File: src/fpcs_regs.vh
/*
  Register offsets, field positions, reset values and timing counts for the
  fractional PLL clock setup block.
  Assumes inclusion by bare name from the block's design files.
*/
`ifndef FPCS_REGS_VH
`define FPCS_REGS_VH

// Control word addresses (7-bit register index)
`define FPCS_ADDR_W            7
`define FPCS_DATA_W            9
`define FPCS_OFF_POWER_MGMT    7'h01
`define FPCS_OFF_PLL_INT_CTRL  7'h24
`define FPCS_OFF_PLL_FRAC_HI   7'h25
`define FPCS_OFF_PLL_FRAC_MID  7'h26
`define FPCS_OFF_PLL_FRAC_LO   7'h27

// Reset values
`define FPCS_RST_POWER_MGMT    9'h000
`define FPCS_RST_PLL_INT_CTRL  9'h048
`define FPCS_RST_PLL_FRAC_HI   9'h00C
`define FPCS_RST_PLL_FRAC_MID  9'h093
`define FPCS_RST_PLL_FRAC_LO   9'h0E9

// power_management_one fields
`define FPCS_PLL_ENABLE_BIT    5
`define FPCS_VREF_SEL_HI       1
`define FPCS_VREF_SEL_LO       0

// pll_integer_and_control fields
`define FPCS_PLL_POWER_OFF_BIT 7
`define FPCS_FRAC_ENABLE_BIT   6
`define FPCS_PRESCALE_HI       5
`define FPCS_PRESCALE_LO       4
`define FPCS_INT_RATIO_HI      3
`define FPCS_INT_RATIO_LO      0

// Fraction assembly
`define FPCS_FRAC_W            24
`define FPCS_FRAC_HI_W         6
`define FPCS_FRAC_PART_W       9

// Prescale codes
`define FPCS_PRE_DOUBLE        2'h0
`define FPCS_PRE_PASS          2'h1
`define FPCS_PRE_HALF          2'h2
`define FPCS_PRE_QUARTER       2'h3

// Fixed divide after the PLL, in half steps (divide by 4)
`define FPCS_FIXED_DIV_HALF    6'h08

// Lock detector: tolerated tick imbalance and saturation
`define FPCS_LOCK_WINDOW       8'h02
`define FPCS_ERR_SAT           8'h7F

`endif

File: src/fpcs_frac_fb.v
/*
  Fractional-N feedback divider: divides the oscillator by N or N+1, chosen
  each feedback cycle by the carry of a fraction accumulator.
  Assumes run, n and k are steady while running; N below 1 acts as 1.
*/
`timescale 1ns/1ps
`include "fpcs_regs.vh"
module fpcs_frac_fb (
  // Clock and reset
  input  wire                    clk,
  input  wire                    rst_n,
  // Control
  input  wire                    run,
  input  wire                    fractional_enable,
  input  wire [3:0]              n_ratio,
  input  wire [`FPCS_FRAC_W-1:0] k_ratio,
  // Feedback pulse
  output reg                     fb_tick
);
  reg  [`FPCS_FRAC_W-1:0] acc;
  reg  [4:0]              cnt;
  wire [3:0]              n_eff = (n_ratio == 4'h0) ? 4'h1 : n_ratio;
  // Fraction ignored when disabled, giving pure integer-N
  wire [`FPCS_FRAC_W-1:0] k_eff = fractional_enable ? k_ratio : {`FPCS_FRAC_W{1'b0}};
  wire [`FPCS_FRAC_W:0]   next_acc = {1'b0, acc} + {1'b0, k_eff};

  always @(posedge clk or negedge rst_n) begin
    if (!rst_n) begin
      acc     <= {`FPCS_FRAC_W{1'b0}};
      cnt     <= 5'h00;
      fb_tick <= 1'b0;
    end else if (!run) begin
      acc     <= {`FPCS_FRAC_W{1'b0}};
      cnt     <= 5'h00;
      fb_tick <= 1'b0;
    end else if (cnt == 5'h00) begin
      fb_tick <= 1'b1;
      acc     <= next_acc[`FPCS_FRAC_W-1:0];
      // Carry stretches this cycle to N+1 oscillator periods
      cnt     <= next_acc[`FPCS_FRAC_W] ? {1'b0, n_eff} : {1'b0, n_eff} - 5'h01;
    end else begin
      fb_tick <= 1'b0;
      cnt     <= cnt - 5'h01;
    end
  end
endmodule

File: src/fpcs_tick_div.v
/*
  Tick-rate divider counting in half steps, so ratios such as 1.5 come out
  as an alternating 1/2 tick spacing.
  Assumes in_tick is a one-cycle pulse on clk; half_ratio below 2 acts as 2.
*/
`timescale 1ns/1ps
module fpcs_tick_div #(
  parameter W = 6
) (
  // Clock and reset
  input  wire         clk,
  input  wire         rst_n,
  // Ratio and input ticks
  input  wire         in_tick,
  input  wire [W-1:0] half_ratio,
  // Divided output
  output reg          out_tick,
  output reg          out_level
);
  reg  [W-1:0] acc;
  wire [W:0]   sum   = {1'b0, acc} + {{W{1'b0}}, 1'b0} + {{(W-1){1'b0}}, 2'h2};
  wire [W:0]   ratio = (half_ratio < {{(W-2){1'b0}}, 2'h2}) ? {{(W-1){1'b0}}, 2'h2} : {1'b0, half_ratio};
  wire [W:0]   diff  = sum - ratio;

  always @(posedge clk or negedge rst_n) begin
    if (!rst_n) begin
      acc       <= {W{1'b0}};
      out_tick  <= 1'b0;
      out_level <= 1'b0;
    end else begin
      out_tick <= 1'b0;
      if (in_tick) begin
        if (sum >= ratio) begin
          acc       <= diff[W-1:0];
          out_tick  <= 1'b1;
          out_level <= ~out_level;
        end else begin
          acc <= sum[W-1:0];
        end
      end
    end
  end
endmodule

File: src/fpcs_top.v
/*
  Fractional PLL clock setup: control registers, reference prescaler,
  fractional-N feedback divider, lock monitor, fixed divide by 4, clock
  source select, system clock post-divider and general-purpose clock out.
  Assumes clk stands in for the PLL oscillator, ref_clk_pin is an
  asynchronous reference well below clk/4, and control words arrive as
  single-cycle write strobes on clk.
*/
`timescale 1ns/1ps
`include "fpcs_regs.vh"
module fpcs_top (
  // Clock and reset
  input  wire                     clk,
  input  wire                     rst_n,
  // Control word port
  input  wire                     ctl_write,
  input  wire [`FPCS_ADDR_W-1:0]  ctl_addr,
  input  wire [`FPCS_DATA_W-1:0]  ctl_wdata,
  output reg  [`FPCS_DATA_W-1:0]  ctl_rdata,
  // Loose clock controls
  input  wire                     clock_source_select,
  input  wire [2:0]               system_clock_postdivider,
  input  wire [1:0]               output_clock_divider,
  input  wire                     gp_clock_select,
  // Reference clock pin
  input  wire                     ref_clk_pin,
  // Clock outputs and status
  output wire                     pll_active,
  output reg                      pll_locked,
  output wire                     system_clock_tick,
  output wire                     system_clock,
  output reg                      gp_pin_out,
  output reg                      gp_pin_oe
);
  // Registers
  reg [`FPCS_DATA_W-1:0] power_management_one;
  reg [`FPCS_DATA_W-1:0] pll_integer_and_control;
  reg [`FPCS_DATA_W-1:0] pll_fraction_high;
  reg [`FPCS_DATA_W-1:0] pll_fraction_middle;
  reg [`FPCS_DATA_W-1:0] pll_fraction_low;

  // Field views
  wire       pll_enable_bit           = power_management_one[`FPCS_PLL_ENABLE_BIT];
  wire [1:0] reference_voltage_select = power_management_one[`FPCS_VREF_SEL_HI:`FPCS_VREF_SEL_LO];
  wire       pll_power_off_bit        = pll_integer_and_control[`FPCS_PLL_POWER_OFF_BIT];
  wire       fractional_enable_bit    = pll_integer_and_control[`FPCS_FRAC_ENABLE_BIT];
  wire [1:0] input_prescale_field     = pll_integer_and_control[`FPCS_PRESCALE_HI:`FPCS_PRESCALE_LO];
  wire [3:0] integer_ratio_field      = pll_integer_and_control[`FPCS_INT_RATIO_HI:`FPCS_INT_RATIO_LO];
  wire [`FPCS_FRAC_W-1:0] fractional_ratio_field = {
    pll_fraction_high[`FPCS_FRAC_HI_W-1:0],
    pll_fraction_middle[`FPCS_FRAC_PART_W-1:0],
    pll_fraction_low[`FPCS_FRAC_PART_W-1:0]};

  // Register writes
  always @(posedge clk or negedge rst_n) begin
    if (!rst_n) begin
      power_management_one    <= `FPCS_RST_POWER_MGMT;
      pll_integer_and_control <= `FPCS_RST_PLL_INT_CTRL;
      pll_fraction_high       <= `FPCS_RST_PLL_FRAC_HI;
      pll_fraction_middle     <= `FPCS_RST_PLL_FRAC_MID;
      pll_fraction_low        <= `FPCS_RST_PLL_FRAC_LO;
    end else if (ctl_write) begin
      case (ctl_addr)
        `FPCS_OFF_POWER_MGMT: begin
          power_management_one <= ctl_wdata;
        end
        `FPCS_OFF_PLL_INT_CTRL: begin
          pll_integer_and_control <= ctl_wdata;
        end
        `FPCS_OFF_PLL_FRAC_HI: begin
          // Upper bits of the high part do not exist
          pll_fraction_high <= {3'h0, ctl_wdata[`FPCS_FRAC_HI_W-1:0]};
        end
        `FPCS_OFF_PLL_FRAC_MID: begin
          pll_fraction_middle <= ctl_wdata;
        end
        `FPCS_OFF_PLL_FRAC_LO: begin
          pll_fraction_low <= ctl_wdata;
        end
        default: begin
        end
      endcase
    end
  end

  // Registered readback; unmapped addresses read zero
  always @(posedge clk or negedge rst_n) begin
    if (!rst_n) begin
      ctl_rdata <= {`FPCS_DATA_W{1'b0}};
    end else begin
      case (ctl_addr)
        `FPCS_OFF_POWER_MGMT:   ctl_rdata <= power_management_one;
        `FPCS_OFF_PLL_INT_CTRL: ctl_rdata <= pll_integer_and_control;
        `FPCS_OFF_PLL_FRAC_HI:  ctl_rdata <= pll_fraction_high;
        `FPCS_OFF_PLL_FRAC_MID: ctl_rdata <= pll_fraction_middle;
        `FPCS_OFF_PLL_FRAC_LO:  ctl_rdata <= pll_fraction_low;
        default:                ctl_rdata <= {`FPCS_DATA_W{1'b0}};
      endcase
    end
  end

  // Run gating
  assign pll_active = pll_enable_bit
                    & (reference_voltage_select != 2'h0)
                    & ~pll_power_off_bit;

  // Reference pin synchroniser
  reg ref_meta;
  reg ref_sync;
  reg ref_prev;
  always @(posedge clk or negedge rst_n) begin
    if (!rst_n) begin
      ref_meta <= 1'b0;
      ref_sync <= 1'b0;
      ref_prev <= 1'b0;
    end else begin
      ref_meta <= ref_clk_pin;
      ref_sync <= ref_meta;
      ref_prev <= ref_sync;
    end
  end
  wire ref_rise = ref_sync & ~ref_prev;
  wire ref_fall = ~ref_sync & ref_prev;

  // Input prescaler
  reg [1:0] pre_cnt;
  reg       pre_tick;
  always @(posedge clk or negedge rst_n) begin
    if (!rst_n) begin
      pre_cnt  <= 2'h0;
      pre_tick <= 1'b0;
    end else begin
      pre_tick <= 1'b0;
      case (input_prescale_field)
        `FPCS_PRE_DOUBLE: begin
          // Both edges count, doubling the reference rate
          pre_tick <= ref_rise | ref_fall;
        end
        `FPCS_PRE_PASS: begin
          pre_tick <= ref_rise;
        end
        `FPCS_PRE_HALF: begin
          if (ref_rise) begin
            pre_cnt  <= {1'b0, ~pre_cnt[0]};
            pre_tick <= pre_cnt[0];
          end
        end
        default: begin
          if (ref_rise) begin
            pre_cnt  <= pre_cnt + 2'h1;
            pre_tick <= (pre_cnt == 2'h3);
          end
        end
      endcase
    end
  end

  // Fractional-N feedback path
  wire fb_tick;
  fpcs_frac_fb u_frac_fb (
    .clk     (clk),
    .rst_n   (rst_n),
    .run     (pll_active),
    .fractional_enable (fractional_enable_bit),
    .n_ratio (integer_ratio_field),
    .k_ratio (fractional_ratio_field),
    .fb_tick (fb_tick)
  );

  // Lock monitor: balance of reference against feedback ticks
  reg signed [7:0] tick_err;
  reg        [3:0] agree_cnt;
  // Offset is cumulative: after a rate slip it stays outside the window
  // until the PLL is stopped and restarted, traded for a small detector
  wire       [7:0] neg_err = 8'h00 - tick_err;
  wire       [7:0] err_mag = tick_err[7] ? neg_err : tick_err;
  always @(posedge clk or negedge rst_n) begin
    if (!rst_n) begin
      tick_err   <= 8'h00;
      agree_cnt  <= 4'h0;
      pll_locked <= 1'b0;
    end else if (!pll_active) begin
      tick_err   <= 8'h00;
      agree_cnt  <= 4'h0;
      pll_locked <= 1'b0;
    end else begin
      // Saturates so a dead reference cannot wrap back into the window
      if (pre_tick & ~fb_tick && tick_err != 8'sh7F) begin
        tick_err <= tick_err + 8'sh01;
      end else if (fb_tick & ~pre_tick && tick_err != -8'sh7F) begin
        tick_err <= tick_err - 8'sh01;
      end
      // Lock asserts after fifteen in-window reference ticks
      if (pre_tick) begin
        if (err_mag <= `FPCS_LOCK_WINDOW) begin
          if (agree_cnt != 4'hF) begin
            agree_cnt <= agree_cnt + 4'h1;
          end
        end else begin
          agree_cnt <= 4'h0;
        end
      end
      pll_locked <= (agree_cnt == 4'hF) && (err_mag <= `FPCS_LOCK_WINDOW);
    end
  end

  // PLL output ticks: oscillator stands in, only while running
  wire pll_tick = pll_active;

  // Fixed divide by 4
  wire div4_tick;
  fpcs_tick_div #(
    .W (6)
  ) u_div4 (
    .clk        (clk),
    .rst_n      (rst_n),
    .in_tick    (pll_tick),
    .half_ratio (`FPCS_FIXED_DIV_HALF),
    .out_tick   (div4_tick),
    .out_level  ()
  );

  // Source select ahead of the post-divider
  wire src_tick = clock_source_select ? div4_tick : ref_rise;

  // Post-divider ratio in half steps
  reg [5:0] post_half;
  always @* begin
    case (system_clock_postdivider)
      3'h0:    post_half = 6'h02;
      3'h1:    post_half = 6'h03;
      3'h2:    post_half = 6'h04;
      3'h3:    post_half = 6'h06;
      3'h4:    post_half = 6'h08;
      3'h5:    post_half = 6'h0C;
      3'h6:    post_half = 6'h10;
      default: post_half = 6'h18;
    endcase
  end

  fpcs_tick_div #(
    .W (6)
  ) u_postdiv (
    .clk        (clk),
    .rst_n      (rst_n),
    .in_tick    (src_tick),
    .half_ratio (post_half),
    .out_tick   (system_clock_tick),
    .out_level  (system_clock)
  );

  // General-purpose pin clock divider
  // Fed from the PLL side only, so the pin stops while the PLL is off
  reg [5:0] gp_half;
  always @* begin
    case (output_clock_divider)
      2'h0:    gp_half = 6'h02;
      2'h1:    gp_half = 6'h04;
      2'h2:    gp_half = 6'h06;
      default: gp_half = 6'h08;
    endcase
  end

  wire gp_level;
  fpcs_tick_div #(
    .W (6)
  ) u_gpdiv (
    .clk        (clk),
    .rst_n      (rst_n),
    .in_tick    (div4_tick),
    .half_ratio (gp_half),
    .out_tick   (),
    .out_level  (gp_level)
  );

  // Pin drive; held low and undriven unless selected
  always @(posedge clk or negedge rst_n) begin
    if (!rst_n) begin
      gp_pin_out <= 1'b0;
      gp_pin_oe  <= 1'b0;
    end else begin
      gp_pin_oe  <= gp_clock_select;
      gp_pin_out <= gp_clock_select & gp_level;
    end
  end
endmodule

File: config.mk
export PLATFORM = sky130hd
export DESIGN_NAME = fpcs_top
export DESIGN_NICKNAME = d
export VERILOG_FILES = /design/src/fpcs_frac_fb.v /design/src/fpcs_tick_div.v /design/src/fpcs_top.v
export VERILOG_INCLUDE_DIRS = /design/src
export SDC_FILE = /design/constraint.sdc
export NUM_CORES = 1
export LEC_CHECK = 0
export BUFFER_PORTS_ARGS = -buffer_cell sky130_fd_sc_hd__clkbuf_2
export CAP_MARGIN = 20
export CORE_UTILIZATION = 25
export DETAILED_ROUTE_END_ITERATION = 7
export GPL_ROUTABILITY_DRIVEN = 1
export PLACE_DENSITY = 0.37
export SETUP_SLACK_MARGIN = 0.2
export SYNTH_ARGS = -nofsm -noshare
export SYNTH_HDL_FRONTEND = slang
export SYNTH_HIERARCHICAL = 1
export SYNTH_SLANG_ARGS = --single-unit
File: constraint.sdc
create_clock -name clk -period 7.3 [get_ports clk]
set_input_delay 1.46 -clock clk [delete_from_list [all_inputs] [get_ports clk]]
set_output_delay 1.46 -clock clk [all_outputs]
set_load 0.1 [all_outputs]
Word-level counts from Yosys, hierarchy flattened
Cells that the tools add are included.
{"block": "classes", "bitwise": 17, "addsub": 14, "n_eq_ne": 24, "magnitude_cmp": 6, "mux": 37, "n_reduce_logical": 19}
{"cell": "$mux W24", "count": 3}
{"cell": "$pmux W9 S5", "count": 1}
{"cell": "$pmux W5 S7", "count": 1}
{"cell": "$mux W8", "count": 4}
{"cell": "$eq A7 B6 Y1 const B", "count": 4}
{"cell": "$add A24 B24 Y25", "count": 1}
{"cell": "$mux W4", "count": 6}
{"cell": "$add A6 B2 Y7 const B", "count": 3}
{"cell": "$mux W5", "count": 4}
{"cell": "$mux W6", "count": 3}
{"cell": "$reduce_and A2 Y1", "count": 9}
{"cell": "$ne A8 B8 Y1 const B", "count": 2}
{"cell": "$pmux W4 S3", "count": 1}
{"cell": "$sub A6 B6 Y6", "count": 2}
{"cell": "$mux W1", "count": 10}
{"cell": "$eq A3 B3 Y1 const B", "count": 3}
{"cell": "$not A1 Y1", "count": 9}
{"cell": "$add A8 B2 Y8 const B", "count": 1}
{"cell": "$le A8 B2 Y1 const B", "count": 1}
{"cell": "$sub A1 B8 Y8 const A", "count": 1}
{"cell": "$sub A8 B2 Y8 const B", "count": 1}
{"cell": "$and A1 B1 Y1", "count": 7}
{"cell": "$eq A7 B1 Y1 const B", "count": 1}
{"cell": "$ge A7 B4 Y1", "count": 1}
{"cell": "28 further kinds", "count": 38}
{"block": "totals", "elab_cells": 143, "in_bits": 27, "output_inout_bits": 15, "reg_bits": 124}

Logic depth before layout (Yosys ltp)
Gate-level depths: netlist (run 1).
{"block": "logic_depth", "depth_word": 7, "depth_mapped": 13, "mapped_depth_nobuf": 13}

Cells and area by module
The synthesis (run 1) kept the hierarchy.
{"mod": "fpcs_top", "area_per_inst_um2": 3631.0, "n_inst": 1, "cells_per_inst": 309, "seq_area_each_um2": 1818.0}
{"mod": "fpcs_frac_fb", "area_per_inst_um2": 2767.7, "n_inst": 1, "cells_per_inst": 347, "seq_area_each_um2": 750.7}
{"mod": "fpcs_tick_div", "area_per_inst_um2": 709.4, "n_inst": 3, "cells_per_inst": 80, "seq_area_each_um2": 200.2}

Worst setup path after synthesis (run 1)
Ideal clock, no wire load.
{"block": "synth_path", "kind": "input to register", "startpoint": "input port output_clock_divider[0]", "endpoint": "register u_gpdiv.acc[4]", "path_slack_ns": 3.822, "setup_time_ns": 0.087, "required_ns": 7.213, "stages": 10, "t_arrival_ns": 3.391, "path_buffers": 0, "cell_sequence": "inv_1 -> ha_1 -> nor4_1 -> nor2_1 -> fa_1 -> a21o_1 -> a21oi_1 -> xor2_1 -> mux2_2 -> a22oi_1"}
{"block": "synth_between", "elab_chain_len": 6, "word_cells_on_any_way": 9}
{"element": "start: declaration", "line": "fpcs_top.v:23", "text": "input wire [1:0] output_clock_divider,"}
{"element": "$eq A2 B2 Y1 (tied with other cells)", "line": "fpcs_top.v:256", "text": "case (output_clock_divider)"}
{"element": "$pmux W4 S3 (*)", "line": "fpcs_top.v:256"}
{"element": "via gp_half[2]", "line": "fpcs_top.v:254", "text": "reg [5:0] gp_half;"}
{"element": "$lt A4 B2 Y1", "line": "fpcs_tick_div.v:22", "text": "wire [W:0] ratio = (half_ratio < {{(W-2){1'b0}}, 2'h2}) ? {{(W-1){1'b0}}, 2'h2} : {1'b0, half_ratio};"}
{"element": "$mux W4 (*)", "line": "fpcs_tick_div.v:22"}
{"element": "$sub A6 B6 Y6 or $ge A7 B4 Y1 (tied branches)", "line": "fpcs_tick_div.v:23, fpcs_tick_div.v:33"}
{"element": "$mux W6 (*)", "line": "fpcs_tick_div.v:33", "text": "if (sum >= ratio) begin"}
{"element": "end signal: assignment", "line": "fpcs_tick_div.v:27", "text": "acc <= {W{1'b0}};"}
{"element": "end signal: assignment", "line": "fpcs_tick_div.v:34", "text": "acc <= diff[W-1:0];"}
{"element": "end signal: assignment", "line": "fpcs_tick_div.v:38", "text": "acc <= sum[W-1:0];"}
{"element": "end: declaration", "line": "fpcs_tick_div.v:20", "text": "reg [W-1:0] acc;"}
Mark *: on every way through the listed nets, which the timed path passes. The rest lies on a longest branch.
A chain may end at the register's enable or synchronous reset.

Final worst setup path (run 1)
{"block": "layout_path", "startpoint": "register pll_integer_and_control[7]", "endpoint": "output port pll_active"}
{"block": "layout_between", "elab_chain_len": 2}
{"element": "start: declaration", "line": "fpcs_top.v:37", "text": "reg [`FPCS_DATA_W-1:0] pll_integer_and_control;"}
{"element": "start signal: assignment", "line": "fpcs_top.v:58", "text": "pll_integer_and_control <= `FPCS_RST_PLL_INT_CTRL;"}
{"element": "start signal: assignment", "line": "fpcs_top.v:68", "text": "pll_integer_and_control <= ctl_wdata;"}
{"element": "$not A1 Y1", "line": "fpcs_top.v:105", "text": "& ~pll_power_off_bit;"}
{"element": "$and A1 B1 Y1", "line": "fpcs_top.v:105"}
{"element": "end: declaration", "line": "fpcs_top.v:28", "text": "output wire pll_active,"}
Every way passes these cells.

==> results.md, run 1 <==
* Hold Crit Class: reg2reg
* Share of cells above drive strength 1 at 17.66%
* Status: complete, no violations
* Setup WS post-layout at 3731 ps
* DR iter-0 viols at 355
* Clock-pin slew on the worst setup and hold paths at 60 ps
* Tmin final at 3569 ps
* Post-Syn Area per Cell at 9.489 sq um
* Reg2reg start: pll_integer_and_control[6]$_DFFE_PN1P_
* I/O Pins at 42
* CP delay by family, top: buffers and inverters
* Hold buffer count at cts at 0
* Initial Util at 25.31%
* Number of max-cap violations at 0
* Worst path max stage delay at 520 ps
* # diodes at 0
* CTS tree: yes
* Pleak at 4.529 nW
* Overall power at 2.871 mW
* Pre-antenna DRT Iters at 6
* CTS H-tree lvls at 4
* Vias in the first global route at 6485
* WS Path Type: reg2out
* YS warnings at 6
* Number of remaining DRC errors at 0
* Crit path max fanout at 11
* Clk_skew at 12.53 ps
* Layout Utilization at 29.39%
* First-pass GRT wire length at 36230 um
* Worst Setup EP: pll_active
* Data required, critical path at 5840 ps
* Wirelength, routed at 22730 um
* Worst slew pin tran at 883.4 ps
* Final net count at 1039
* Fmax at 280.2 MHz
* Critical path cell sequence: or3b_4 -> inv_1 -> clkbuf_2
* R2r setup slk at 3940 ps
* Syn Std Cell Area at 8464 sq um
* DR vias at 6587
* GRT overflow at 0
* Pre-CTS setup slack at 3452 ps
* PD cells at 292.0 nW/um^2
* Total clock buffers created by CTS at 17
* Setup Total Neg Slack at 0 ps
* Hpwl dp at 16570 um
* Crit start category: flip-flop
* Worst setup EP type: output port
* Die Y at 186.0 um
* Vias per cell at 4.688
* Drt wl/cell at 16.18 um
* Die ar. at 34600 sq um
* Die Wd at 186.0 um
* Port bufs at 41
* Hold Path Origin: ref_meta$_DFF_PN0_
* Row count at 67
* Final Slew Violations at 0
* Gates resized, CTS repair at 0
* Max-slew headroom at 40.28%
* Levels on crit path at 3
* Max Root-Sink Buffers at 2
* Post-CTS Repair Setup Buffers at 0
* Worst Path Arrival at 2110 ps
* Final Wtd Congestion at 0.7737
* Fin. Hold Viols at 0
* CTS Root Cell: clkbuf_16
* Clock Latency Late Sink at 430 ps
* Area of the core at 33450 sq um
* Crit path from: pll_integer_and_control[7]$_DFFE_PN0P_
* Layout area overhead at 16.13%
* RSZ-0062 raised after global routing: no
* CTS Sinks at 124
* Post-DRT Antenna Nets at 0
* Buf/Inv on CP at 2
* VDD IR max at 0.2142 mV
* Antenna violations before repair at 0
* Gr usage total at 13.85%
* Critical R2R Capture: u_frac_fb/cnt[0]$_DFF_PN0_
* Mapped Cells at 892
* Largest net degree at the start of global routing at 68
* Final Cycle Share at 48.89%
* Final setup fails at 0
* R2R cell count at 11
* Slowest CP cell: or3b_4
## final cells by class
class	count	area (sq um)
Fill cell	3543	23620
Multi-Input combinational cell	687	5016
Sequential cell	124	3119
Tap cell	448	560.5
Clock buffer	18	439.2
Inverter	69	259.0
Timing Repair Buffer	45	241.5
Clock inverter	14	193.9
## registers in the layout, indices dropped and copies added (netlist names), 2 cells and up
register and count:
u_frac_fb/acc 24, ctl_rdata 9, pll_fraction_low 9, pll_fraction_middle 9, pll_integer_and_control 9, power_management_one 9, tick_err 8, pll_fraction_high 6
u_div4/acc 6, u_gpdiv/acc 6, u_postdiv/acc 6, u_frac_fb/cnt 5, agree_cnt 4, pre_cnt 2
## metrics by stage
stage	instance area, sq um	cells	hold WS, ps
after detailed placement	9196	1373	339.5
after global routing	9829	1405	360.1
final	9829	1405	352.4
after floorplan	8524	908	331.2
after global placement	9196	1373	336.5
after CTS	9829	1405	354.3
## worst min path at each step
stage,end,cells past startpoint,slack (ps)
after global placement,ref_sync$_DFF_PN0_,0,340
after floorplan,ref_sync$_DFF_PN0_,0,330
final,ref_sync$_DFF_PN0_,0,350
after detailed placement,ref_sync$_DFF_PN0_,0,340
after global routing,ref_sync$_DFF_PN0_,0,360
after CTS,ref_sync$_DFF_PN0_,0,350
## routing by layer
layer / part of all wire [%] / global-route usage (%)
met5: 0 / 0
met4: 0.72 / 3.639
met3: 2.3 / 2.622
met2: 48 / 22.78
met1: 49 / 18.46
## cell usage in the layout (no fill, tap or decap), drive strengths merged, types with 12 or more instances in the layout
cell type,instances
a31oi,15
o21ai,49
xor2,18
mux2,46
nand4,16
xnor2,24
mux2i,12
nor2,33
ha,63
and2,35
clkbuf,58
conb,18
a21oi,45
nand2,93
nand3,35
dfstp,13
dfrtp,111
a21o,20
inv,70
## power by group
part           total, mW  internal, mW  leakage, nW  switching, mW
Clock              0.923         0.581        0.295          0.342
Sequential         0.834         0.763         1.59         0.0704
Combinational       1.11         0.494         2.65          0.620
Total               2.87          1.84         4.53           1.03
Note: power is estimated with default switching activity, not from simulation.
==> run 2, diff against run 1 <==
--- a/config.mk
+++ b/config.mk
@@ -11,7 +11,7 @@
 export CORE_UTILIZATION = 25
 export DETAILED_ROUTE_END_ITERATION = 7
 export GPL_ROUTABILITY_DRIVEN = 1
-export PLACE_DENSITY = 0.37
+export PLACE_DENSITY = 0.39
 export SETUP_SLACK_MARGIN = 0.2
 export SYNTH_ARGS = -nofsm -noshare
 export SYNTH_HDL_FRONTEND = slang
==> constraint.sdc (replaced) <==
create_clock -name clk -period 3.2 [get_ports clk]
set_input_delay 0.64 -clock clk [delete_from_list [all_inputs] [get_ports clk]]
set_output_delay 0.64 -clock clk [all_outputs]
set_load 0.1 [all_outputs]
==> results.md, run 2 (same netlist as run 1, synthesis figures left out) <==
* Die ar. at 34600 sq um (unchanged)
* Data required, critical path at 3560 ps (-2280 ps)
* Commonest non-fill, non-tap cell in the layout: dfrtp_1
* Die Y at 186.0 um (unchanged)
* Setup Total Neg Slack at 0 ps (unchanged)
* WS Path Type: reg2reg
* VDD IR max at 0.4886 mV (+130%)
* Largest net degree at the start of global routing at 64 (-5.9%)
* Pleak at 4.651 nW (+2.7%)
* Initial Util at 25.31% (unchanged)
* Clock-pin slew on the worst setup and hold paths at 60 ps (about the same)
* Share of cells above drive strength 1 at 20.27% (+2.6 points)
* Worst slew pin tran at 637.5 ps (-245.8 ps)
* Post-route cell area at 10050 sq um (+2.3%)
* DR vias at 6632 (+0.68%)
* Gr usage total at 13.49% (-0.36 points)
* DR iter-0 viols at 385 (+8.5%)
* Overall power at 6.560 mW (+130%)
* Placed inst area at 9359 sq um (+1.8%)
* Row count at 67 (unchanged)
* GRT overflow at 0 (unchanged)
* Worst Path Arrival at 3240 ps (+1130 ps)
* Antenna violations before repair at 1 (+1)
* Total clock buffers created by CTS at 17 (unchanged)
* Clock Latency Late Sink at 420 ps (about the same)
* Layout Utilization at 30.06% (+0.67 points)
* Top reg by flops: u_frac_fb/acc
* Drt wl/cell at 15.56 um (-3.8%)
* RSZ-0062 raised after global routing: no
* Final Cycle Share at 89.96%
* First-pass GRT wire length at 35830 um (-1.1%)
* Max FFs per register at 24 (unchanged)
* Non-Filler Instances at 1426 (+1.5%)
* Crit start category: flip-flop
* Clk_skew at 6.764 ps (-5.764 ps)
* CTS H-tree lvls at 4 (unchanged)
* Final net count at 1059 (+1.9%)
* Wirelength, routed at 22190 um (-2.4%)
* Multi-input gate area at 5070 sq um (+1.1%)
* Layout area overhead at 18.77%
* Final setup fails at 0 (unchanged)
* Placed cell count at 1391 (+1.3%)
* Post-DRT Antenna Nets at 0 (unchanged)
* Hold Crit Class: in2async
* Vias in the first global route at 6507 (+0.34%)
* CTS tree: yes
* Fin. Hold Viols at 0 (unchanged)
* Number of max-cap violations at 0 (unchanged)
* Area of the core at 33450 sq um (unchanged)
* Port bufs at 41 (unchanged)
* Filler Cell Count at 3505 (-1.1%)
* Number of remaining DRC errors at 0 (unchanged)
* Hpwl dp at 16630 um (+0.34%)
* Worst setup EP type: flip-flop
* Vias per cell at 4.651 (-0.80%)
* Max-slew headroom at 57.50% (+17 points)
* Most frequent cells in the layout: dfrtp_1, nand2_1, inv_1, ha_1, mux2_2
* Final Wtd Congestion at 0.7719 (-0.23%)
* Tmin final at 2879 ps
* Final Slew Violations at 0 (unchanged)
* Reg area at 3119 sq um (unchanged)
* Fmax at 347.4 MHz
* Crit path max fanout at 8 (-3)
* CTS Root Cell: clkbuf_16
* Status: complete, no violations
* PD cells at 652.6 nW/um^2 (+120%)
* CTS Sinks at 124 (unchanged)
* Die Wd at 186.0 um (unchanged)
* Max Root-Sink Buffers at 2 (unchanged)
* I/O Pins at 42 (unchanged)
* Pre-antenna DRT Iters at 5 (-1)
==> run 2: changes by cell type in the layout (fill, tap and decap cells not counted), sizes merged <==
cell      delta
clkbuf       +2
inv          +1
diode        +1
clkinvlp     -3
buf         +20
clkinv       +1
bufinv       -1
==> run 2: final cells by class <==
| type | count | area share, % |
|---|---|---|
| inverter | 69 | 2.576 |
| sequential | 124 | 31.03 |
| tap | 448 | 5.576 |
| clock inverter | 12 | 1.581 |
| multi-input combinational | 687 | 50.43 |
| timing repair buffer | 65 | 4.144 |
| antenna | 1 | 0.02489 |
| clock buffer | 20 | 4.642 |
==> run 2: repair_timing <==
item	in CTS	in global routing
setup buffers	0	2
setup endpoints to repair	0	12
endpoints found under the hold margin	0	0
hold buffers	0	0
resized for setup	0	11
==> run 2: power breakdown <==
| part | switching (mW) | internal (mW) | leakage [nW] | total, mW |
|---|---|---|---|---|
| Clock | 0.756 | 1.29 | 0.303 | 2.05 |
| Sequential | 0.156 | 1.74 | 1.59 | 1.90 |
| Combinational | 1.44 | 1.17 | 2.76 | 2.61 |
==> run 2: worst paths after layout <==
path	startpoint	depth (start not counted)	end	slack, ps
min in group clk	ref_clk_pin	1	ref_meta$_DFF_PN0_	330
setup / recovery	pll_integer_and_control[6]$_DFFE_PN1P_	10	u_frac_fb/cnt[1]$_DFF_PN0_	320
max in group asynchronous	rst_n	2	pll_fraction_high[2]$_DFFE_PN1P_	2230
hold reg to reg	ref_meta$_DFF_PN0_	0	ref_sync$_DFF_PN0_	360
setup reg to reg	pll_integer_and_control[6]$_DFFE_PN1P_	10	u_frac_fb/cnt[1]$_DFF_PN0_	320
hold / removal	rst_n	1	u_frac_fb/acc[3]$_DFFE_PN0P_	220
==> run 2: per-stage QoR <==
stage	setup WS (ps)	hold slack, ps
global route	195.1	257.8
global placement	212.6	333.7
floorplan	358.9	331.2
CTS	217.3	234.7
finish	321.2	218.1
detailed placement	215.8	341.3
==> run 2: critical path, cell delays in order, from the launching register on <==
cell and delay (ps):
dfstp_2 600, buf_4 130, and2_1 160, ha_1 330, nand2_1 170, o21bai_4 100, a221oi_2 350, o31ai_4 140
o221a_4 270, or4b_1 470, nand3_1 90
==> run 2: metal layers <==
metal	global-route usage, %	share of wire, %	up-vias
met5	0	0	-
met4	4.557	1.5	0
met3	2.622	2.5	18
met2	21.06	45	73
met1	18.48	51	3167
li1	-	-	3374
